<file path="src/include/pwmg_defines.vh">
// Register indices, field positions, reset values of the PWM generator
`ifndef PWMG_DEFINES_VH
`define PWMG_DEFINES_VH

// ==========================================================
// Register indices (byte address is four times the index)
`define PWMG_IDX_BOUND_HIGH   10'h01a
`define PWMG_IDX_BOUND_LOW    10'h01b
`define PWMG_IDX_CONTROL      10'h030
`define PWMG_IDX_SCALING      10'h031
`define PWMG_IDX_DUTY_HIGH    10'h032
`define PWMG_IDX_DUTY_LOW     10'h033

// ==========================================================
// Internal register select codes
`define PWMG_SEL_NONE         3'h0
`define PWMG_SEL_BOUND_HIGH   3'h1
`define PWMG_SEL_BOUND_LOW    3'h2
`define PWMG_SEL_CONTROL      3'h3
`define PWMG_SEL_SCALING      3'h4
`define PWMG_SEL_DUTY_HIGH    3'h5
`define PWMG_SEL_DUTY_LOW     3'h6

// ==========================================================
// Control register fields
`define PWMG_CTL_EN           7
`define PWMG_CTL_OUT          6
`define PWMG_CTL_POL          5
`define PWMG_CTL_CLR          4
`define PWMG_CTL_PIN_HI       3
`define PWMG_CTL_PIN_LO       1
`define PWMG_CTL_SRC          0

// ==========================================================
// Scaling register fields
`define PWMG_SCL_IMODE        7
`define PWMG_SCL_PRE_HI       6
`define PWMG_SCL_PRE_LO       5
`define PWMG_SCL_DIV_HI       4
`define PWMG_SCL_DIV_LO       0

// ==========================================================
// Low byte registers carry three value bits on top
`define PWMG_LOW_HI           7
`define PWMG_LOW_LO           5

// ==========================================================
// Reset values and pin codes
`define PWMG_RST_BYTE         8'h00
`define PWMG_RST_LOW3         3'h0
`define PWMG_PIN_NONE         3'h0
`define PWMG_PIN_FIRST        3'h2
`define PWMG_PRE_DIV1         2'h0
`define PWMG_PRE_DIV4         2'h1
`define PWMG_PRE_DIV16        2'h2
`define PWMG_PRE_DIV64        2'h3
`define PWMG_PRE_MASK1        6'h00
`define PWMG_PRE_MASK4        6'h03
`define PWMG_PRE_MASK16       6'h0f
`define PWMG_PRE_MASK64       6'h3f

`endif

</file>
<file path="src/verilog/pwmg_tick.v">
// Clock source selection, prescaler and divider of the PWM generator
`timescale 1ns/1ns
`default_nettype none
`include "pwmg_defines.vh"

module pwmg_tick #(
	parameter DIV_W = 5
) (
	// Clock and reset
	input  wire             i_clk,
	input  wire             i_rst_n,
	// Control
	input  wire             i_run,
	input  wire             i_clear,
	input  wire             i_src_fast,
	input  wire             i_fast_rc,
	input  wire [1:0]       i_pre_sel,
	input  wire [DIV_W-1:0] i_div,
	// Tick out
	output reg              o_tick
);

	// ==========================================================
	// Prescale limit decode
	function [5:0] pre_mask;
		input [1:0] sel;
		begin
			case (sel)
				`PWMG_PRE_DIV1:  pre_mask = `PWMG_PRE_MASK1;
				`PWMG_PRE_DIV4:  pre_mask = `PWMG_PRE_MASK4;
				`PWMG_PRE_DIV16: pre_mask = `PWMG_PRE_MASK16;
				default:         pre_mask = `PWMG_PRE_MASK64;
			endcase
		end
	endfunction

	reg             rc_prev;
	reg [5:0]       pre_cnt;
	reg [DIV_W-1:0] div_cnt;
	wire            base_tick;
	wire            pre_tick;
	wire            div_tick;

	// Fast RC clock is sampled; only its rising edges count
	assign base_tick = i_src_fast ? (i_fast_rc & ~rc_prev) : 1'b1;
	// At or above the limit, so a smaller limit written mid-count acts at once
	assign pre_tick  = base_tick && (pre_cnt >= pre_mask(i_pre_sel));
	assign div_tick  = pre_tick && (div_cnt >= i_div);

	always @(posedge i_clk) begin
		if (!i_rst_n) begin
			rc_prev <= 1'b0;
			pre_cnt <= 6'h00;
			div_cnt <= {DIV_W{1'b0}};
			o_tick  <= 1'b0;
		end else begin
			rc_prev <= i_fast_rc;
			o_tick  <= 1'b0;
			if (!i_run || i_clear) begin
				pre_cnt <= 6'h00;
				div_cnt <= {DIV_W{1'b0}};
			end else if (base_tick) begin
				o_tick <= div_tick;
				if (pre_tick) begin
					pre_cnt <= 6'h00;
					if (div_tick)
						div_cnt <= {DIV_W{1'b0}};
					else
						div_cnt <= div_cnt + {{(DIV_W-1){1'b0}}, 1'b1};
				end else begin
					pre_cnt <= pre_cnt + 6'h01;
				end
			end
		end
	end

endmodule // pwmg_tick
`default_nettype wire

</file>
<file path="src/verilog/pwmg_core.v">
// Counter, duty compare and interrupt event of the PWM generator
`timescale 1ns/1ns
`default_nettype none

module pwmg_core #(
	parameter CNT_W = 11
) (
	// Clock and reset
	input  wire             i_clk,
	input  wire             i_rst_n,
	// Control
	input  wire             i_run,
	input  wire             i_clear,
	input  wire             i_tick,
	input  wire             i_irq_match,
	input  wire [CNT_W-1:0] i_bound,
	input  wire [CNT_W-1:0] i_duty,
	// Results
	output reg              o_raw,
	output reg              o_irq,
	output reg  [CNT_W-1:0] o_count
);

	reg [CNT_W-1:0] next_count;

	always @* begin
		next_count = o_count;
		if (!i_run || i_clear)
			next_count = {CNT_W{1'b0}};
		else if (i_tick) begin
			if (o_count >= i_bound)
				next_count = {CNT_W{1'b0}};
			else
				next_count = o_count + {{(CNT_W-1){1'b0}}, 1'b1};
		end
	end

	always @(posedge i_clk) begin
		if (!i_rst_n) begin
			o_count <= {CNT_W{1'b0}};
			o_raw   <= 1'b0;
			o_irq   <= 1'b0;
		end else begin
			o_count <= next_count;
			o_raw   <= i_run && (next_count < i_duty);
			// Event only on a counter step, so a parked value fires once
			o_irq   <= i_run && !i_clear && i_tick &&
				(i_irq_match ? (next_count == i_duty)
				             : (next_count == {CNT_W{1'b0}}));
		end
	end

endmodule // pwmg_core
`default_nettype wire

</file>
<file path="src/verilog/pwmg_top.v">
// APB register file, pin routing and top level of the 11-bit PWM generator
// ==========================================================
`timescale 1ns/1ns
`default_nettype none
`include "pwmg_defines.vh"

module pwmg_top #(
	parameter CNT_W  = 11,
	parameter DIV_W  = 5,
	parameter ADDR_W = 12
) (
	// Clock and reset
	input  wire              I_CLK,
	input  wire              I_RST_N,
	// Fast RC oscillator, sampled as a level
	input  wire              I_INTERNAL_FAST_RC_CLOCK,
	// APB slave
	input  wire              I_PSEL,
	input  wire              I_PENABLE,
	input  wire              I_PWRITE,
	input  wire [ADDR_W-1:0] I_PADDR,
	input  wire [31:0]       I_PWDATA,
	output reg  [31:0]       O_PRDATA,
	output reg               O_PREADY,
	output reg               O_PSLVERR,
	// Port pins
	output reg               O_PORT_A_PIN_2,
	output reg               O_PORT_A_PIN_2_OE,
	output reg               O_PORT_A_PIN_3,
	output reg               O_PORT_A_PIN_3_OE,
	output reg               O_PORT_A_PIN_4,
	output reg               O_PORT_A_PIN_4_OE,
	output reg               O_PORT_A_PIN_6,
	output reg               O_PORT_A_PIN_6_OE,
	output reg               O_PORT_A_PIN_7,
	output reg               O_PORT_A_PIN_7_OE,
	// Interrupt event
	output wire              O_PWM_IRQ
);

	localparam NPIN = 5;

	// ==========================================================
	// Address decode
	function [2:0] reg_decode;
		input [ADDR_W-1:0] addr;
		begin
			if (addr[1:0] != 2'h0)
				reg_decode = `PWMG_SEL_NONE;
			else begin
				case (addr[ADDR_W-1:2])
					`PWMG_IDX_BOUND_HIGH: reg_decode = `PWMG_SEL_BOUND_HIGH;
					`PWMG_IDX_BOUND_LOW:  reg_decode = `PWMG_SEL_BOUND_LOW;
					`PWMG_IDX_CONTROL:    reg_decode = `PWMG_SEL_CONTROL;
					`PWMG_IDX_SCALING:    reg_decode = `PWMG_SEL_SCALING;
					`PWMG_IDX_DUTY_HIGH:  reg_decode = `PWMG_SEL_DUTY_HIGH;
					`PWMG_IDX_DUTY_LOW:   reg_decode = `PWMG_SEL_DUTY_LOW;
					default:              reg_decode = `PWMG_SEL_NONE;
				endcase
			end
		end
	endfunction

	// ==========================================================
	// Register state
	reg        ctl_en;
	reg        ctl_pol;
	reg        ctl_clr;
	reg [2:0]  ctl_pin;
	reg        ctl_src;
	reg [7:0]  pwm_clock_scaling;
	reg [7:0]  pwm_bound_high;
	reg [2:0]  pwm_bound_low;
	reg [7:0]  pwm_duty_high;
	reg [2:0]  pwm_duty_low;

	wire [2:0]       sel_now;
	wire             acc_phase;
	wire             acc_done;
	wire             wr_done;
	wire [CNT_W-1:0] bound;
	wire [CNT_W-1:0] duty;
	wire             tick;
	wire             raw;
	wire             out_level;
	wire [NPIN-1:0]  pin_hit;
	reg  [7:0]       next_rdata;

	assign sel_now   = reg_decode(I_PADDR);
	assign acc_phase = I_PSEL && I_PENABLE;
	assign acc_done  = acc_phase && O_PREADY;
	assign wr_done   = acc_done && I_PWRITE;

	assign bound = {pwm_bound_high, pwm_bound_low};
	assign duty  = {pwm_duty_high, pwm_duty_low};

	// ==========================================================
	// APB handshake: one wait state, then a one-cycle ready
	always @(posedge I_CLK) begin
		if (!I_RST_N) begin
			O_PREADY  <= 1'b0;
			O_PSLVERR <= 1'b0;
			O_PRDATA  <= 32'h0000_0000;
		end else begin
			O_PREADY  <= acc_phase && !O_PREADY;
			O_PSLVERR <= acc_phase && !O_PREADY &&
				(sel_now == `PWMG_SEL_NONE);
			if (acc_phase && !O_PREADY && !I_PWRITE)
				O_PRDATA <= {24'h00_0000, next_rdata};
			else
				O_PRDATA <= 32'h0000_0000;
		end
	end

	// ==========================================================
	// Read mux; write-only registers read as zero
	always @* begin
		next_rdata = `PWMG_RST_BYTE;
		case (sel_now)
			`PWMG_SEL_CONTROL: begin
				next_rdata[`PWMG_CTL_EN]  = ctl_en;
				next_rdata[`PWMG_CTL_OUT] = out_level;
				next_rdata[`PWMG_CTL_POL] = ctl_pol;
				next_rdata[`PWMG_CTL_CLR] = ctl_clr;
				next_rdata[`PWMG_CTL_PIN_HI:`PWMG_CTL_PIN_LO] = ctl_pin;
				next_rdata[`PWMG_CTL_SRC] = ctl_src;
			end
			`PWMG_SEL_SCALING: next_rdata = pwm_clock_scaling;
			default:           next_rdata = `PWMG_RST_BYTE;
		endcase
	end

	// ==========================================================
	// Register writes
	always @(posedge I_CLK) begin
		if (!I_RST_N) begin
			ctl_en            <= 1'b0;
			ctl_pol           <= 1'b0;
			ctl_clr           <= 1'b0;
			ctl_pin           <= `PWMG_PIN_NONE;
			ctl_src           <= 1'b0;
			pwm_clock_scaling <= `PWMG_RST_BYTE;
			pwm_bound_high    <= `PWMG_RST_BYTE;
			pwm_bound_low     <= `PWMG_RST_LOW3;
			pwm_duty_high     <= `PWMG_RST_BYTE;
			pwm_duty_low      <= `PWMG_RST_LOW3;
		end else begin
			// Clear request is consumed by the counter in the same cycle
			if (ctl_clr)
				ctl_clr <= 1'b0;
			if (wr_done) begin
				case (sel_now)
					`PWMG_SEL_CONTROL: begin
						ctl_en  <= I_PWDATA[`PWMG_CTL_EN];
						ctl_pol <= I_PWDATA[`PWMG_CTL_POL];
						// A fresh write of 1 wins over the self-clear
						if (I_PWDATA[`PWMG_CTL_CLR])
							ctl_clr <= 1'b1;
						ctl_pin <= I_PWDATA[`PWMG_CTL_PIN_HI:`PWMG_CTL_PIN_LO];
						ctl_src <= I_PWDATA[`PWMG_CTL_SRC];
					end
					`PWMG_SEL_SCALING:
						pwm_clock_scaling <= I_PWDATA[7:0];
					`PWMG_SEL_BOUND_HIGH:
						pwm_bound_high <= I_PWDATA[7:0];
					`PWMG_SEL_BOUND_LOW:
						pwm_bound_low <=
							I_PWDATA[`PWMG_LOW_HI:`PWMG_LOW_LO];
					`PWMG_SEL_DUTY_HIGH:
						pwm_duty_high <= I_PWDATA[7:0];
					`PWMG_SEL_DUTY_LOW:
						pwm_duty_low <=
							I_PWDATA[`PWMG_LOW_HI:`PWMG_LOW_LO];
					default: begin
					end
				endcase
			end
		end
	end

	// ==========================================================
	// Tick generation and counter
	pwmg_tick #(
		.DIV_W (DIV_W)
	) u_tick (
		.i_clk      (I_CLK),
		.i_rst_n    (I_RST_N),
		.i_run      (ctl_en),
		.i_clear    (ctl_clr),
		.i_src_fast (ctl_src),
		.i_fast_rc  (I_INTERNAL_FAST_RC_CLOCK),
		.i_pre_sel  (pwm_clock_scaling[`PWMG_SCL_PRE_HI:`PWMG_SCL_PRE_LO]),
		.i_div      (pwm_clock_scaling[DIV_W-1:`PWMG_SCL_DIV_LO]),
		.o_tick     (tick)
	);

	pwmg_core #(
		.CNT_W (CNT_W)
	) u_core (
		.i_clk       (I_CLK),
		.i_rst_n     (I_RST_N),
		.i_run       (ctl_en),
		.i_clear     (ctl_clr),
		.i_tick      (tick),
		.i_irq_match (pwm_clock_scaling[`PWMG_SCL_IMODE]),
		.i_bound     (bound),
		.i_duty      (duty),
		.o_raw       (raw),
		.o_irq       (O_PWM_IRQ),
		.o_count     ()
	);

	// ==========================================================
	// Polarity and pin routing
	assign out_level = raw ^ ctl_pol;

	// Pin index i answers code i+2: pins 6, 7, 2, 3, 4 in that order
	genvar gi;
	generate
		for (gi = 0; gi < NPIN; gi = gi + 1) begin : g_pin
			localparam integer CODE = `PWMG_PIN_FIRST + gi;
			assign pin_hit[gi] = ctl_en && (ctl_pin == CODE[2:0]);
		end
	endgenerate

	// Reserved codes drive no pin; outputs held low when not selected
	always @(posedge I_CLK) begin
		if (!I_RST_N) begin
			O_PORT_A_PIN_6    <= 1'b0;
			O_PORT_A_PIN_6_OE <= 1'b0;
			O_PORT_A_PIN_7    <= 1'b0;
			O_PORT_A_PIN_7_OE <= 1'b0;
			O_PORT_A_PIN_2    <= 1'b0;
			O_PORT_A_PIN_2_OE <= 1'b0;
			O_PORT_A_PIN_3    <= 1'b0;
			O_PORT_A_PIN_3_OE <= 1'b0;
			O_PORT_A_PIN_4    <= 1'b0;
			O_PORT_A_PIN_4_OE <= 1'b0;
		end else begin
			O_PORT_A_PIN_6    <= pin_hit[0] & out_level;
			O_PORT_A_PIN_6_OE <= pin_hit[0];
			O_PORT_A_PIN_7    <= pin_hit[1] & out_level;
			O_PORT_A_PIN_7_OE <= pin_hit[1];
			O_PORT_A_PIN_2    <= pin_hit[2] & out_level;
			O_PORT_A_PIN_2_OE <= pin_hit[2];
			O_PORT_A_PIN_3    <= pin_hit[3] & out_level;
			O_PORT_A_PIN_3_OE <= pin_hit[3];
			O_PORT_A_PIN_4    <= pin_hit[4] & out_level;
			O_PORT_A_PIN_4_OE <= pin_hit[4];
		end
	end

endmodule // pwmg_top
`default_nettype wire

</file>
<file path="config.mk">
export PLATFORM = sky130hd
export DESIGN_NAME = pwmg_top
export DESIGN_NICKNAME = d
export VERILOG_FILES = /design/src/verilog/pwmg_tick.v /design/src/verilog/pwmg_core.v /design/src/verilog/pwmg_top.v
export VERILOG_INCLUDE_DIRS = /design/src /design/src/include
export SDC_FILE = /design/constraint.sdc
export NUM_CORES = 1
export LEC_CHECK = 0
export ABC_CLOCK_PERIOD_IN_PS = 3100
export BUFFER_PORTS_ARGS = -buffer_cell sky130_fd_sc_hd__buf_2
export CORE_MARGIN = 2
export CORE_UTILIZATION = 45
export CTS_BUF_LIST = sky130_fd_sc_hd__clkbuf_2
export DETAILED_ROUTE_END_ITERATION = 10
export HOLD_SLACK_MARGIN = 0.12
export PLACE_DENSITY = 0.68
export SLEW_MARGIN = 20
export SYNTH_ARGS = -nofsm -noshare
export SYNTH_HDL_FRONTEND = slang
export SYNTH_HIERARCHICAL = 1
export SYNTH_SLANG_ARGS = --single-unit
</file>
<file path="constraint.sdc">
create_clock -name I_CLK -period 3.1 [get_ports I_CLK]
set_input_delay 0.155 -clock I_CLK [delete_from_list [all_inputs] [get_ports I_CLK]]
set_output_delay 0.155 -clock I_CLK [all_outputs]
set_load 0.1 [all_outputs]
</file>
Yosys cells after proc, flatten, opt, wreduce, memory -nomap -nowiden
Cells that the tools add are included.

storage, ports and cells
  bits in registers = 107
  bits of input ports = 50
  output and inout bits = 45
  word-level logic and storage cells = 117

operators by class
  $add $sub $neg = 3
  order comparisons = 4
  equal/unequal tests = 20
  multiplexer cells = 12
  bitwise logic cells = 10
  reductions and logical operators = 37

operator list
  cell                     number
  $eq A10 B6 Y1 const B    4
  $mux W11                 3
  $eq A10 B5 Y1 const B    2
  $eq A3 B3 Y1 const B     6
  $pmux W3 S6              1
  $pmux W6 S3              1
  $logic_and A1 B1 Y1      17
  $pmux W8 S2              1
  $reduce_and A2 Y1        8
  $eq A3 B2 Y1 const B     4
  $add A11 B1 Y11 const B  1
  $eq A11 B11 Y1           1
  $ge A11 B11 Y1           1
  $logic_not A11 Y1        1
  $lt A11 B11 Y1           1
  $add A6 B1 Y6 const B    1
  $and A1 B1 Y1            6
  $ge A6 B6 Y1             1
  $mux W6                  1
  $add A5 B1 Y5 const B    1
  $ge A5 B5 Y1             1
  $mux W5                  1
  $logic_not A1 Y1         4
  $eq A3 B1 Y1 const B     1
  other kinds (13)         17

Logic depth before layout (Yosys ltp)
Gate-level depths: netlist of the first run.

  word-level depth = 7
  mapped depth = 15
  mapped depth without buffers = 14

Modules after synthesis
Netlist of the first run, hierarchy kept.

modules (own cells, without submodules)
  module     times used  cells each  area an instance (sq um)
  pwmg_top   1           224         2288.4
  pwmg_core  1           163         1251.2
  pwmg_tick  1           99          889.6

Worst setup path after synthesis of the first run
OpenSTA, ideal clock, no wires.

  kind = reg2reg
  from = reg u_core.o_count[0]
  to = reg u_core.o_raw
  arrival = 2523 ps
  data required time = 3041 ps
  path slack = 518 ps
  cell stages (with the launch flop) = 16
  buffers on the path = 1
  clock period less this slack = 2582 ps
  path through = dfxtp_1 inv_1 ha_1 nor2b_1 o21ai_0 a21oi_1 o31ai_1 clkbuf_1 nor2_1 ha_1 a21oi_1 o22ai_1 o21a_1 o21ai_0 nand3_1 nand2_1

on the way
  longest elaborated chain between the ends = 6
  elaborated cells on any way between the ends = 7
  those cells by class = add/sub (1); order compare (2); mux (3); reduce/logical (1)

RTL lines
  what                                                      line                            source
  from (decl)                                               pwmg_core.v:21                  output reg [CNT_W-1:0] o_count
  from (signal assigned)                                    pwmg_core.v:40                  o_count <= {CNT_W{1'b0}};
  from (signal assigned)                                    pwmg_core.v:44                  o_count <= next_count;
  $add A11 B1 Y11 / $ge A11 B11 Y1 (equally long branches)  pwmg_core.v:34, pwmg_core.v:31
  $mux W11 *                                                pwmg_core.v:31                  if (o_count >= i_bound)
  $mux W11 *                                                pwmg_core.v:30                  else if (i_tick) begin
  $mux W11 *                                                pwmg_core.v:28                  if (!i_run || i_clear)
  named net u_core.next_count[2]                            pwmg_core.v:24                  reg [CNT_W-1:0] next_count;
  $lt A11 B11 Y1 *                                          pwmg_core.v:45                  o_raw <= i_run && (next_count < i_duty);
  $logic_and A1 B1 Y1 *                                     pwmg_core.v:45
  to (signal assigned)                                      pwmg_core.v:45
  to (decl)                                                 pwmg_core.v:19                  output reg o_raw,

The timed path passes the listed nets; every way through them passes the cells marked *.
A chain may end at the register's enable or synchronous reset.

Final worst setup path of the first run
Ends and elaborated chain as after synthesis.

==> results of run 1 <==
[what timing repair did]
| item | CTS | global route |
|---|---|---|
| setup endpoints to repair | 0 | 2 |
| buffers inserted | 0 | 0 |
| hold buffers | 32 | 0 |
| endpoints found under the hold margin | 55 | 0 |
| gates resized for setup | 0 | 2 |
[metrics by stage]
stage / utilization, % / area [um^2] / worst slack, ps
after global placement: 48.2 / 4660 / 313
after detailed placement: 48.2 / 4660 / 242
final: 52.8 / 5110 / 332
after global routing: 52.8 / 5110 / 30.4
after CTS: 52.7 / 5110 / 172
after floorplan: - / 4520 / 518
[cell families after synthesis]
logic type	after synthesis	synth area share [%]
compound gates	54	8.14
xor+xnor	19	3.76
fa+ha+maj	36	10.2
buf+inv	69	8.81
flops	83	37.5
mux	38	8.59
other cells	1	0.0847
simple gates	186	22.9
[registers in the layout, summed over array words and instances (netlist names), 3 cells and up]
register           count
pwm_bound_high         8
u_tick/pre_cnt         6
u_core/o_count        11
ctl_pin                3
pwm_duty_high          8
u_tick/div_cnt         5
pwm_duty_low           3
pwm_clock_scaling      8
O_PRDATA               8
pwm_bound_low          3
[layer usage]
layer / vias to the layer above / track usage (%)
met5: - / 0
met1: 1661 / 24.0
met2: 82 / 35.0
li1: 1788 / -
met3: 13 / 3.63
met4: 0 / 6.78
[where the power goes]
group | leakage, nW | switching [mW] | internal (mW)
registers | 0.669 | 0.000819 | 1.07
logic | 1.36 | 0.175 | 0.0421
clock network | 0.0756 | 0.455 | 0.139
total | 2.11 | 0.631 | 1.25
[cell usage in the layout (no fill, tap or decap), types with 2 or more instances in the layout]
cell type       n
and2_1          5
nor2_4          3
buf_2          46
o21a_1          2
nor3b_1         2
buf_4           3
nand2_1        60
nand2b_1        5
nand4_1        12
xnor2_1         6
a211oi_1        2
nor4_4          2
ha_1           36
clkbuf_2        9
a22o_1          8
nand3_1        18
nor3_1          8
nor4_1          6
inv_1          32
conb_1         24
nor2b_1         5
inv_6           2
a21oi_1        17
o21ai_0         8
and3_1          2
nor2_1         34
mux2i_1        38
inv_8           3
xor2_1         13
nand2_2         3
or3_1           2
dfxtp_1        82
nand4b_1        3
o21ai_1         4
dlygate4sd3_1  32
and4_1          5
a31oi_1         2
o211ai_1        2
nor3_2          4
[layout make-up]
class | count | share of cell area (%)
multi-input combinational | 357 | 48.3
sequential | 83 | 32.5
timing repair buffer | 81 | 11.2
tap | 133 | 3.26
inverter | 32 | 2.35
clock inverter | 7 | 1.49
clock buffer | 9 | 0.881
[worst register-to-register path, cell delays in order (launching register included)]
cell and delay (ps):
dfxtp_2 450, inv_1 60, ha_1 270, nor2b_1 40
o21ai_0 260, a21oi_1 150, o31ai_2 280, buf_4 220
nor2_1 50, ha_1 290, nand3_1 110, o22ai_1 90
o21a_1 170, o21ai_0 140, nand3_1 90, nand2_1 80
[how the worst min path moves through the flow]
stage                       endpoint  slack [ps]  cells after the start
finish              pwm_duty_high[2]         240                      5
global route        pwm_duty_high[2]         190                      5
CTS                 pwm_duty_high[2]         160                      5
detailed placement    u_tick/rc_prev         380                      2
global placement      u_tick/rc_prev         380                      2
floorplan             u_tick/rc_prev         280                      1
==> impl_results.html, run 1 <==
<table>
<tr><th>Metric</th><th>Value</th></tr>
<tr><th colspan="2">Timing</th></tr>
<tr><td>Final Cycle Share</td><td>between 80 and 90%</td></tr>
<tr><td>Unrepaired setup endpoints after global routing</td><td>no</td></tr>
<tr><td>Post-route clock skew</td><td>~31 ps</td></tr>
<tr><td>Minimum clock period after layout</td><td>between 2000 and 3000 ps</td></tr>
<tr><td>Setup TNS after final layout</td><td>0 ps</td></tr>
<tr><td>Maximum clock frequency</td><td>361 MHz</td></tr>
<tr><td>Pin slew with the least headroom to its limit</td><td>~600 ps</td></tr>
<tr><td>Worst Hold Margin</td><td>between 200 and 250 ps</td></tr>
<tr><td>Relative max-transition margin</td><td>between 60% and 70%</td></tr>
<tr><td>Final setup violation count</td><td>0</td></tr>
<tr><td>Final hold violation count</td><td>0</td></tr>
<tr><td>Count of pins over their slew limit</td><td>0</td></tr>
<tr><th colspan="2">Synth</th></tr>
<tr><td>Sequential share of the synthesized area</td><td>a little under two fifths</td></tr>
<tr><td>Cell Area, Synth</td><td>around 0.0044 mm^2</td></tr>
<tr><td>Top post-synthesis cells by area</td><td>dfxtp_1, ha_1, mux2i_1, nand2_1, buf_4</td></tr>
<tr><td>Distinct cell type count after synthesis</td><td>53</td></tr>
<tr><td>Share of flip-flops with an asynchronous set or reset</td><td>0%</td></tr>
<tr><td>Most instantiated cells after synthesis</td><td>dfxtp_1, nand2_1, mux2i_1</td></tr>
<tr><td>Number of enable flip-flop cells after synthesis</td><td>0</td></tr>
<tr><td>Area share of the largest cell type after synthesis</td><td>between 30% and 40%</td></tr>
<tr><td>Yosys warnings</td><td>6</td></tr>
<tr><td>Most numerous cell in the Yosys netlist</td><td>dfxtp_1</td></tr>
<tr><td>Post-synth top flop</td><td>dfxtp_1</td></tr>
<tr><td>Gate Count Post-Synth</td><td>486</td></tr>
<tr><td>Seq cells post-synth</td><td>83</td></tr>
<tr><td>Average footprint of a synthesized cell</td><td>~9.1 um^2</td></tr>
<tr><td>Most area-hungry cell type in the Yosys netlist</td><td>dfxtp_1</td></tr>
<tr><th colspan="2">Setup path</th></tr>
<tr><td>Total number of cells along the worst setup path</td><td>15</td></tr>
<tr><td>Reg2reg path depth</td><td>15</td></tr>
<tr><td>Crit. End Element</td><td>flip-flop</td></tr>
<tr><td>Worst flop-to-flop path endpoint</td><td>u_core/o_raw</td></tr>
<tr><td>R2r startpoint</td><td>u_core/o_count[0]</td></tr>
<tr><td>Critical-path cell list</td><td>inv_1 -&gt; ha_1 -&gt; nor2b_1 -&gt; o21ai_0 -&gt; a21oi_1 -&gt; o31ai_2 -&gt; buf_4 -&gt; nor2_1 -&gt; ha_1 -&gt; nand3_1 -&gt; o22ai_1 -&gt; o21a_1 -&gt; o21ai_0 -&gt; nand3_1 -&gt; nand2_1</td></tr>
<tr><td>Flop-to-flop setup slack</td><td>around 330 ps</td></tr>
<tr><td>Data arrival time of the critical path</td><td>3300 ps</td></tr>
<tr><td>Family with the most delay on the worst path</td><td>compound AO/OA/AOI/OAI gates</td></tr>
<tr><td>Worst setup path startpoint</td><td>u_core/o_count[0]</td></tr>
<tr><td>Critical path capture point</td><td>u_core/o_raw</td></tr>
<tr><td>Req. time, crit path</td><td>roughly 3600 ps</td></tr>
<tr><td>Master of the slowest instance on the critical path</td><td>dfxtp_2</td></tr>
<tr><td>Maximum single-stage delay on the critical path</td><td>450 ps</td></tr>
<tr><td>CP Launch Type</td><td>flip-flop</td></tr>
<tr><td>Number of buffers and inverters on the critical path</td><td>2</td></tr>
<tr><td>Max Fanout on Critical Path</td><td>9</td></tr>
<tr><td>Startpoint-to-endpoint class of the critical path</td><td>flip-flop to flip-flop</td></tr>
<tr><th colspan="2">Status</th></tr>
<tr><td>Outcome</td><td>finished clean</td></tr>
<tr><th colspan="2">Floorplan</th></tr>
<tr><td>Die ar.</td><td>approximately 0.011 mm^2</td></tr>
<tr><td>Die Y-Extent</td><td>103 um</td></tr>
<tr><td>Core footprint</td><td>a little under 0.01 mm^2</td></tr>
<tr><td>Width of the die</td><td>103 um</td></tr>
<tr><td>Effective utilization at floorplan</td><td>a little under half</td></tr>
<tr><td>Row Count</td><td>36</td></tr>
<tr><td>Top Ports</td><td>95</td></tr>
<tr><th colspan="2">Route</th></tr>
<tr><td>1st-pass router iterations</td><td>4</td></tr>
<tr><td>Vias per inst</td><td>5.05</td></tr>
<tr><td>Met2 routed WL</td><td>roughly 5000 um</td></tr>
<tr><td>Routed wirelength normalized by instance count</td><td>roughly 14 um</td></tr>
<tr><td>Number of nets with antenna violations after detailed routing</td><td>0</td></tr>
<tr><td>Drt first-iter violations</td><td>200</td></tr>
<tr><td>Max layer used</td><td>met4</td></tr>
<tr><td>DRC</td><td>0</td></tr>
<tr><td>Detailed Route WL</td><td>9820 um</td></tr>
<tr><td>Total number of vias</td><td>between 3,000 and 4,000</td></tr>
<tr><td>WL met3</td><td>390 um</td></tr>
<tr><td>Post-route met1 wirelength</td><td>between 4000 and 5000 um</td></tr>
<tr><th colspan="2">Clocking</th></tr>
<tr><td>Maximum level of the CTS H-tree</td><td>3</td></tr>
<tr><td>Clk Latency, worst-skew pair</td><td>between 500 and 600 ps</td></tr>
<tr><td>TritonCTS clock tree</td><td>done</td></tr>
<tr><td>Clock-pin slew reported for the worst setup and hold paths after clock tree synthesis</td><td>~290 ps</td></tr>
<tr><td>Number of buffers added by the clock tree synthesis step</td><td>9</td></tr>
<tr><td>Number of clock sinks</td><td>just over 80</td></tr>
<tr><td>Buffer depth of the longest clock path</td><td>2</td></tr>
<tr><td>Root buffer selected by CTS</td><td>clkbuf_2</td></tr>
<tr><th colspan="2">Pwr</th></tr>
<tr><td>Lkg Pwr</td><td>~2.1 nW</td></tr>
<tr><td>Overall power</td><td>roughly 1.9 mW</td></tr>
<tr><td>IR Drop Worst-Case VDD</td><td>roughly 160 uV</td></tr>
<tr><td>PD cells</td><td>roughly 370 mW/mm^2</td></tr>
<tr><th colspan="2">Global routing</th></tr>
<tr><td>Initial antenna violation count</td><td>0</td></tr>
<tr><td>Global Route Usage Sum</td><td>between 10% and 20%</td></tr>
<tr><td>Pin count of the biggest net entering global routing</td><td>30</td></tr>
<tr><td>Sum of overflow across all layers after global routing</td><td>0</td></tr>
<tr><td>Number of global-route vias before repair</td><td>3,534</td></tr>
<tr><td>First-pass GRT wire length</td><td>about 16,000 um</td></tr>
<tr><th colspan="2">Job</th></tr>
<tr><td>Max cap viols</td><td>0</td></tr>
<tr><th colspan="2">Cells and area</th></tr>
<tr><td>Fill count</td><td>a little under 900</td></tr>
<tr><td>Flip-flop and latch area</td><td>between 0.0015 and 0.002 mm^2</td></tr>
<tr><td>Fin nets</td><td>650</td></tr>
<tr><td>Relative area change from synthesis to final layout</td><td>15.4%</td></tr>
<tr><td>Multi-input gate area</td><td>about 0.0025 mm^2</td></tr>
<tr><td>Post-Layout Cell Count</td><td>between 700 and 800</td></tr>
<tr><td>Ratio of cells with drive above 1 in the final layout</td><td>between 10% and 20%</td></tr>
<tr><td>Final antenna diode count</td><td>0</td></tr>
<tr><th colspan="2">Hold path</th></tr>
<tr><td>Startpoint of the worst hold path</td><td>I_PADDR[10]</td></tr>
<tr><td>Path category of the worst min-delay check</td><td>input pin to flip-flop</td></tr>
<tr><th colspan="2">Placement</th></tr>
<tr><td>HPWL Detailed</td><td>roughly 6900 um</td></tr>
<tr><td>Port bufs</td><td>46</td></tr>
<tr><td>Final weighted congestion in routability-driven placement</td><td>slightly above 0.9</td></tr>
<tr><td>Inst Count DP</td><td>approximately 650</td></tr>
</table>
Power figures use the tool's default switching activity.
==> run 2: changes to the inputs <==
- ABC_AREA: default -> 1
- CORE_MARGIN: 2 -> 5
- PLACE_DENSITY: 0.68 -> 0.67
==> run 2 against run 1 <==
  * Sequential share of layout area decreased by 3.0 points
  * Critical endpoint unchanged
  * Fmax decreased by 2.9%
  * Total power is 1.3% higher
  * Clock power grew 4.0%
  * Utilization decreased by 1.4 points
  * Non-clock buffer count decreased by 14
  * Sequential cell count stayed put
  * Via count increased by 25%
  * Clock-buffer cell count stayed put
  * Critical path depth increased by 4
  * Wire length rose by 11%
==> impl_results.html, run 2 <==
<table>
<tr><th>Metric</th><th>Value</th></tr>
<tr><th colspan="2">Placement</th></tr>
<tr><td>HPWL Detailed</td><td>between 8000 and 9000 um</td></tr>
<tr><td>Setup WS pre-CTS</td><td>approximately 300 ps</td></tr>
<tr><td>Port bufs</td><td>between 40 and 50</td></tr>
<tr><td>Final weighted congestion in routability-driven placement</td><td>around 0.87</td></tr>
<tr><td>Area after DPL</td><td>~0.0053 mm^2</td></tr>
<tr><td>Inst Count DP</td><td>about 900</td></tr>
<tr><th colspan="2">Cells and area</th></tr>
<tr><td>Max reg flops</td><td>11</td></tr>
<tr><td>Final core utilization</td><td>around half</td></tr>
<tr><td>Post-Layout Cell Count</td><td>947</td></tr>
<tr><td>Relative area change from synthesis to final layout</td><td>10.9%</td></tr>
<tr><td>Fin nets</td><td>887</td></tr>
<tr><td>Register ranked first by flip-flop count</td><td>u_core/o_count</td></tr>
<tr><td>Ratio of cells with drive above 1 in the final layout</td><td>15.6%</td></tr>
<tr><td>Commonest cells after routing, fill and taps aside</td><td>nand2_1, inv_1, nor2_1</td></tr>
<tr><td>Most frequent standard cell in the layout excluding fill and tap cells</td><td>nand2_1</td></tr>
<tr><td>Final standard cell area without fillers</td><td>approximately 0.0056 mm^2</td></tr>
<tr><th colspan="2">Clocking</th></tr>
<tr><td>Buffer depth of the longest clock path</td><td>2</td></tr>
<tr><td>Root buffer selected by CTS</td><td>clkbuf_2</td></tr>
<tr><td>TritonCTS clock tree</td><td>done</td></tr>
<tr><td>Number of post-CTS setup repair buffers</td><td>0</td></tr>
<tr><td>Maximum level of the CTS H-tree</td><td>3</td></tr>
<tr><td>Number of buffers added by the clock tree synthesis step</td><td>9</td></tr>
<tr><td>Number of clock sinks</td><td>between 80 and 90</td></tr>
<tr><td>Clock-pin slew reported for the worst setup and hold paths after clock tree synthesis</td><td>around 260 ps</td></tr>
<tr><td>Clk Latency, worst-skew pair</td><td>560 ps</td></tr>
<tr><th colspan="2">Timing</th></tr>
<tr><td>Minimum clock period after layout</td><td>between 2000 and 3000 ps</td></tr>
<tr><td>Relative max-transition margin</td><td>about two thirds</td></tr>
<tr><td>Final hold violation count</td><td>0</td></tr>
<tr><td>Worst setup margin</td><td>251 ps</td></tr>
<tr><td>Final Cycle Share</td><td>between 90% and 100%</td></tr>
<tr><td>Count of pins over their slew limit</td><td>0</td></tr>
<tr><td>Final setup violation count</td><td>0</td></tr>
<tr><td>Pin slew with the least headroom to its limit</td><td>between 400 and 500 ps</td></tr>
<tr><td>Maximum clock frequency</td><td>~350 MHz</td></tr>
<tr><td>Worst Hold Margin</td><td>171 ps</td></tr>
<tr><td>Setup TNS after final layout</td><td>0 ps</td></tr>
<tr><td>Post-route clock skew</td><td>26.9 ps</td></tr>
<tr><th colspan="2">Synth</th></tr>
<tr><td>Distinct cell type count after synthesis</td><td>39</td></tr>
<tr><td>Most numerous cell in the Yosys netlist</td><td>nand2_1</td></tr>
<tr><td>Post-synth top flop</td><td>dfxtp_1</td></tr>
<tr><td>Area share of the largest cell type after synthesis</td><td>32.8%</td></tr>
<tr><td>Most instantiated cells after synthesis</td><td>nand2_1, inv_1, nor2_1</td></tr>
<tr><td>Seq cells post-synth</td><td>83</td></tr>
<tr><td>Number of enable flip-flop cells after synthesis</td><td>0</td></tr>
<tr><td>Cell Area, Synth</td><td>roughly 0.0051 mm^2</td></tr>
<tr><td>Average footprint of a synthesized cell</td><td>a little under 7 um^2</td></tr>
<tr><td>Most area-hungry cell type in the Yosys netlist</td><td>dfxtp_1</td></tr>
<tr><td>Yosys warnings</td><td>6</td></tr>
<tr><td>Top post-synthesis cells by area</td><td>dfxtp_1, nand2_1, inv_1, nor2_1, ha_1</td></tr>
<tr><td>Sequential share of the synthesized area</td><td>around 33%</td></tr>
<tr><td>Share of flip-flops with an asynchronous set or reset</td><td>0%</td></tr>
<tr><td>Gate Count Post-Synth</td><td>between 700 and 800</td></tr>
<tr><th colspan="2">Floorplan</th></tr>
<tr><td>Die ar.</td><td>around 0.013 mm^2</td></tr>
<tr><td>Core footprint</td><td>0.0109 mm^2</td></tr>
<tr><td>Die Y-Extent</td><td>between 100 and 150 um</td></tr>
<tr><td>Effective utilization at floorplan</td><td>~46%</td></tr>
<tr><td>Top Ports</td><td>95</td></tr>
<tr><td>Width of the die</td><td>about 120 um</td></tr>
<tr><td>Row Count</td><td>38</td></tr>
<tr><th colspan="2">Pwr</th></tr>
<tr><td>Lkg Pwr</td><td>between 2 and 3 nW</td></tr>
<tr><td>PD cells</td><td>between 300 and 400 mW/mm^2</td></tr>
<tr><td>IR Drop Worst-Case VDD</td><td>approximately 210 uV</td></tr>
<tr><td>Overall power</td><td>1.91 mW</td></tr>
<tr><th colspan="2">Global routing</th></tr>
<tr><td>Pin count of the biggest net entering global routing</td><td>27</td></tr>
<tr><td>Number of global-route vias before repair</td><td>4,236</td></tr>
<tr><td>Sum of overflow across all layers after global routing</td><td>0</td></tr>
<tr><td>First-pass GRT wire length</td><td>around 19,000 um</td></tr>
<tr><td>Initial antenna violation count</td><td>1</td></tr>
<tr><td>Global Route Usage Sum</td><td>about 17%</td></tr>
<tr><th colspan="2">Setup path</th></tr>
<tr><td>Req. time, crit path</td><td>3620 ps</td></tr>
<tr><td>Crit. End Element</td><td>flip-flop</td></tr>
<tr><td>Startpoint-to-endpoint class of the critical path</td><td>flip-flop to flip-flop</td></tr>
<tr><td>Max Fanout on Critical Path</td><td>13</td></tr>
<tr><td>CP Launch Type</td><td>flip-flop</td></tr>
<tr><td>Data arrival time of the critical path</td><td>roughly 3400 ps</td></tr>
<tr><th colspan="2">Route</th></tr>
<tr><td>Drt first-iter violations</td><td>233</td></tr>
<tr><td>DRC</td><td>0</td></tr>
<tr><td>Vias per inst</td><td>roughly 4.7</td></tr>
<tr><td>1st-pass router iterations</td><td>4</td></tr>
<tr><td>Detailed Route WL</td><td>between 10,000 and 15,000 um</td></tr>
<tr><td>Routed wirelength normalized by instance count</td><td>approximately 12 um</td></tr>
<tr><td>Total number of vias</td><td>4,414</td></tr>
<tr><td>Number of nets with antenna violations after detailed routing</td><td>0</td></tr>
<tr><th colspan="2">Hold path</th></tr>
<tr><td>Path category of the worst min-delay check</td><td>input pin to flip-flop</td></tr>
<tr><th colspan="2">Job</th></tr>
<tr><td>Max cap viols</td><td>0</td></tr>
<tr><th colspan="2">Status</th></tr>
<tr><td>Outcome</td><td>finished clean</td></tr>
</table>
## run 2: power breakdown
part | switching (mW) | internal (mW)
Clock | 0.416 | 0.202
Combinational | 0.184 | 0.0351
Sequential | 0.000690 | 1.07
Total | 0.601 | 1.31
## run 2: path summary, 6_finish.rpt
path | start | to | slack (ps) | depth (start not counted)
setup / recovery | pwm_bound_high[7] | u_core/o_raw | 250 | 19
hold / removal | I_PADDR[4] | O_PSLVERR | 170 | 7
hold reg to reg | ctl_pin[0] | O_PORT_A_PIN_2_OE | 470 | 1
setup reg to reg | pwm_bound_high[7] | u_core/o_raw | 250 | 19
## run 2: logic make-up (layout without fill, tap and decap cells)
logic type | Yosys count | after routing | synth area share, %
flops | 83 | 83 | 32.8
other cells | 1 | 25 | 0.0740
fa+ha+maj | 36 | 36 | 8.88
xor+xnor | 6 | 6 | 1.04
simple gates | 394 | 394 | 36.4
buf+inv | 170 | 215 | 15.3
compound gates | 48 | 48 | 5.55
## run 2: area by class of cell
cell class | instances | area (um^2)
fill | 1056 | 5310
multi-input combinational | 508 | 2720
sequential | 83 | 1660
inverter | 132 | 498
timing repair buffer | 67 | 435
tap | 140 | 175
clock inverter | 7 | 81.3
clock buffer | 9 | 45.0
antenna | 1 | 2.50
## run 2: critical path, stage by stage, from the launching register on
cell and delay, ps:
dfxtp_1 380, inv_1 40, ha_1 310, nand2_2 110, inv_1 50, a21oi_1 140, nand2_1 70, nor2_1 80
nand2_1 70, nand2_2 200, inv_2 70, nor2_1 90, inv_1 90, nor2_1 110, ha_1 250, a21oi_1 140
a21boi_0 180, o21ai_0 90, a21boi_0 190, o211a_1 160
## run 2: metal layers
layer	GRT usage (%)	up-vias	wire, um
li1	-	2338	-
met1	22.4	1963	5130
met2	29.6	98	5120
met3	2.44	15	472
met4	5.88	0	189
met5	0	-	0
## run 2: timing repair
item | in CTS | in global routing
hold endpoints to repair | 54 | 0
resized for setup | 0 | 4
endpoints found under the setup margin | 0 | 2
hold buffers | 19 | 0
==> run 3: changes to the inputs <==
==> constraint.sdc (replaced) <==
create_clock -name I_CLK -period 3.1 [get_ports I_CLK]
set_input_delay 0 -clock I_CLK [delete_from_list [all_inputs] [get_ports I_CLK]]
set_output_delay 0 -clock I_CLK [all_outputs]
set_load 0.1 [all_outputs]
==> run 3 against run 2 <==
  * Register-to-register slack hardly changed
  * Via count increased by 1.5%
  * Sequential share of layout area shrank 0.83 points
  * Utilization grew 1.5 points
  * Combinational power increased by 3%
  * Setup slack is essentially flat
  * Critical path type unchanged
  * Critical endpoint unchanged
  * Largest cell class unchanged
==> impl_results.html, run 3 (same netlist as run 2, synthesis figures left out) <==
<table>
<tr><th>Metric</th><th>Value</th></tr>
<tr><th colspan="2">Setup path</th></tr>
<tr><td>Data arrival time of the critical path</td><td>~3400 ps</td></tr>
<tr><td>Req. time, crit path</td><td>~3600 ps</td></tr>
<tr><td>Crit. End Element</td><td>flip-flop</td></tr>
<tr><td>Reg2reg path depth</td><td>19</td></tr>
<tr><td>Flop-to-flop setup slack</td><td>250 ps</td></tr>
<tr><td>Worst flop-to-flop path endpoint</td><td>u_core/o_raw</td></tr>
<tr><td>CP Launch Type</td><td>flip-flop</td></tr>
<tr><td>Startpoint-to-endpoint class of the critical path</td><td>flip-flop to flip-flop</td></tr>
<tr><td>Critical path capture point</td><td>u_core/o_raw</td></tr>
<tr><td>Worst setup path startpoint</td><td>pwm_bound_high[7]</td></tr>
<tr><td>Max Fanout on Critical Path</td><td>13</td></tr>
<tr><td>R2r startpoint</td><td>pwm_bound_high[7]</td></tr>
<tr><th colspan="2">Clocking</th></tr>
<tr><td>Number of clock sinks</td><td>83</td></tr>
<tr><td>Number of post-CTS setup repair buffers</td><td>0</td></tr>
<tr><td>Root buffer selected by CTS</td><td>clkbuf_2</td></tr>
<tr><td>Maximum level of the CTS H-tree</td><td>3</td></tr>
<tr><td>Clk Latency, worst-skew pair</td><td>between 500 and 600 ps</td></tr>
<tr><td>Number of buffers added by the clock tree synthesis step</td><td>9</td></tr>
<tr><td>Buffer depth of the longest clock path</td><td>2</td></tr>
<tr><td>Clock-pin slew reported for the worst setup and hold paths after clock tree synthesis</td><td>around 250 ps</td></tr>
<tr><td>TritonCTS clock tree</td><td>done</td></tr>
<tr><th colspan="2">Timing</th></tr>
<tr><td>Worst setup margin</td><td>250 ps</td></tr>
<tr><td>Final hold violation count</td><td>0</td></tr>
<tr><td>Post-route clock skew</td><td>about 28 ps</td></tr>
<tr><td>Minimum clock period after layout</td><td>approximately 2800 ps</td></tr>
<tr><td>Setup TNS after final layout</td><td>0 ps</td></tr>
<tr><td>Final Cycle Share</td><td>between 90% and 100%</td></tr>
<tr><td>Final setup violation count</td><td>0</td></tr>
<tr><td>Unrepaired setup endpoints after global routing</td><td>yes</td></tr>
<tr><td>Maximum clock frequency</td><td>between 300 and 400 MHz</td></tr>
<tr><td>Count of pins over their slew limit</td><td>0</td></tr>
<tr><th colspan="2">Floorplan</th></tr>
<tr><td>Top Ports</td><td>95</td></tr>
<tr><td>Row Count</td><td>38</td></tr>
<tr><td>Core footprint</td><td>approximately 0.011 mm^2</td></tr>
<tr><td>Effective utilization at floorplan</td><td>roughly 46%</td></tr>
<tr><td>Die Y-Extent</td><td>116 um</td></tr>
<tr><td>Die ar.</td><td>between 0.01 and 0.015 mm^2</td></tr>
<tr><td>Width of the die</td><td>roughly 120 um</td></tr>
<tr><th colspan="2">Cells and area</th></tr>
<tr><td>Register ranked first by flip-flop count</td><td>u_core/o_count</td></tr>
<tr><td>Most frequent standard cell in the layout excluding fill and tap cells</td><td>nand2_1</td></tr>
<tr><td>Fill count</td><td>1,092</td></tr>
<tr><td>Fin nets</td><td>between 800 and 900</td></tr>
<tr><td>Commonest cells after routing, fill and taps aside</td><td>nand2_1, inv_1, nor2_1</td></tr>
<tr><td>Ratio of cells with drive above 1 in the final layout</td><td>about 15%</td></tr>
<tr><td>Max reg flops</td><td>11</td></tr>
<tr><td>Relative area change from synthesis to final layout</td><td>14.1%</td></tr>
<tr><th colspan="2">Status</th></tr>
<tr><td>Outcome</td><td>finished clean</td></tr>
<tr><th colspan="2">Route</th></tr>
<tr><td>Vias per inst</td><td>4.67</td></tr>
<tr><td>1st-pass router iterations</td><td>5</td></tr>
<tr><td>DRC</td><td>0</td></tr>
<tr><td>Detailed Route WL</td><td>11,500 um</td></tr>
<tr><td>Total number of vias</td><td>4,482</td></tr>
<tr><td>Number of nets with antenna violations after detailed routing</td><td>0</td></tr>
<tr><td>Drt first-iter violations</td><td>233</td></tr>
<tr><td>Routed wirelength normalized by instance count</td><td>between 10 and 15 um</td></tr>
<tr><th colspan="2">Global routing</th></tr>
<tr><td>Initial antenna violation count</td><td>1</td></tr>
<tr><td>Pin count of the biggest net entering global routing</td><td>26</td></tr>
<tr><td>Number of global-route vias before repair</td><td>~4,200</td></tr>
<tr><td>First-pass GRT wire length</td><td>19,100 um</td></tr>
<tr><td>Global Route Usage Sum</td><td>17.6%</td></tr>
<tr><td>Sum of overflow across all layers after global routing</td><td>0</td></tr>
<tr><th colspan="2">Pwr</th></tr>
<tr><td>PD cells</td><td>approximately 360 mW/mm^2</td></tr>
<tr><td>IR Drop Worst-Case VDD</td><td>~220 uV</td></tr>
<tr><td>Lkg Pwr</td><td>2.97 nW</td></tr>
<tr><th colspan="2">Job</th></tr>
<tr><td>Max cap viols</td><td>0</td></tr>
<tr><th colspan="2">Placement</th></tr>
<tr><td>Port bufs</td><td>46</td></tr>
<tr><td>Setup WS pre-CTS</td><td>between 100 and 150 ps</td></tr>
<tr><td>HPWL Detailed</td><td>roughly 8600 um</td></tr>
<tr><td>Final weighted congestion in routability-driven placement</td><td>0.880</td></tr>
<tr><th colspan="2">Hold path</th></tr>
<tr><td>Path category of the worst min-delay check</td><td>input pin to flip-flop</td></tr>
</table>
## run 3: worst min-delay path by stage
stage                                        start             end  slack, ps  depth (start not counted)
after detailed placement  I_INTERNAL_FAST_RC_CLOCK  u_tick/rc_prev        200                          3
final                                  I_PADDR[10]     O_PRDATA[2]        170                          8
after global placement    I_INTERNAL_FAST_RC_CLOCK  u_tick/rc_prev        190                          3
after CTS                              I_PADDR[10]     O_PRDATA[2]        130                          8
after global routing                   I_PADDR[10]     O_PRDATA[1]        130                          8
after floorplan           I_INTERNAL_FAST_RC_CLOCK  u_tick/rc_prev         90                          2
## run 3: cell type report
cell class                      instances  area, um^2  area share [%]
Multi-Input combinational cell        508        2720            47.1
Sequential cell                        83        1660            28.7
Timing Repair Buffer                   79         556            9.60
Inverter                              132         498            8.61
Tap cell                              140         175            3.03
Clock inverter                          7         123            2.12
Clock buffer                            9        45.0           0.779
Antenna cell                            1        2.50          0.0433
## run 3: what timing repair did
item	4_1_cts	5_1_grt
setup endpoints to repair	0	5
hold buffers	31	1
hold endpoints to repair	62	21
gates resized for setup	0	4
## run 3: report_power, final
part,internal (mW),switching [mW],total (mW)
clock network,0.357,0.399,0.756
logic,0.0394,0.186,0.225
registers,1.07,0.000724,1.07
total,1.47,0.586,2.05
## run 3: worst max-delay path, stage by stage (launching register included)
cell	delay (ps)
dfxtp_1	380
inv_1	50
ha_1	320
nand2_2	110
inv_1	50
a21oi_1	140
nand2_1	60
nor2_1	80
nand2_1	80
nand2_4	140
inv_1	90
nor2_1	100
inv_1	80
nor2_1	130
ha_1	260
a21oi_1	150
a21boi_1	170
o21ai_0	110
a21boi_1	170
o211a_1	160
## run 3: routing by layer
layer | routed length [um] | track usage (%) | vias up | part of all wire, %
met5 | 0 | 0 | - | 0
li1 | - | - | 2362 | -
met2 | 5660 | 30.6 | 122 | 49
met3 | 612 | 2.85 | 12 | 5.3
met1 | 5050 | 22.4 | 1986 | 44
met4 | 140 | 5.88 | 0 | 1.2
## run 3: per-stage QoR
step | cells | power (mW) | util, % | hold slack (ps) | area [um^2]
floorplan | 761 | 1.28 | - | 93.5 | 5160
global placement | 911 | 1.29 | 48.4 | 195 | 5300
detailed placement | 911 | 1.30 | 48.4 | 204 | 5300
CTS | 958 | 2.07 | 52.8 | 126 | 5780
global route | 959 | 2.13 | 52.9 | 129 | 5780
finish | 959 | 2.05 | 52.9 | 169 | 5780
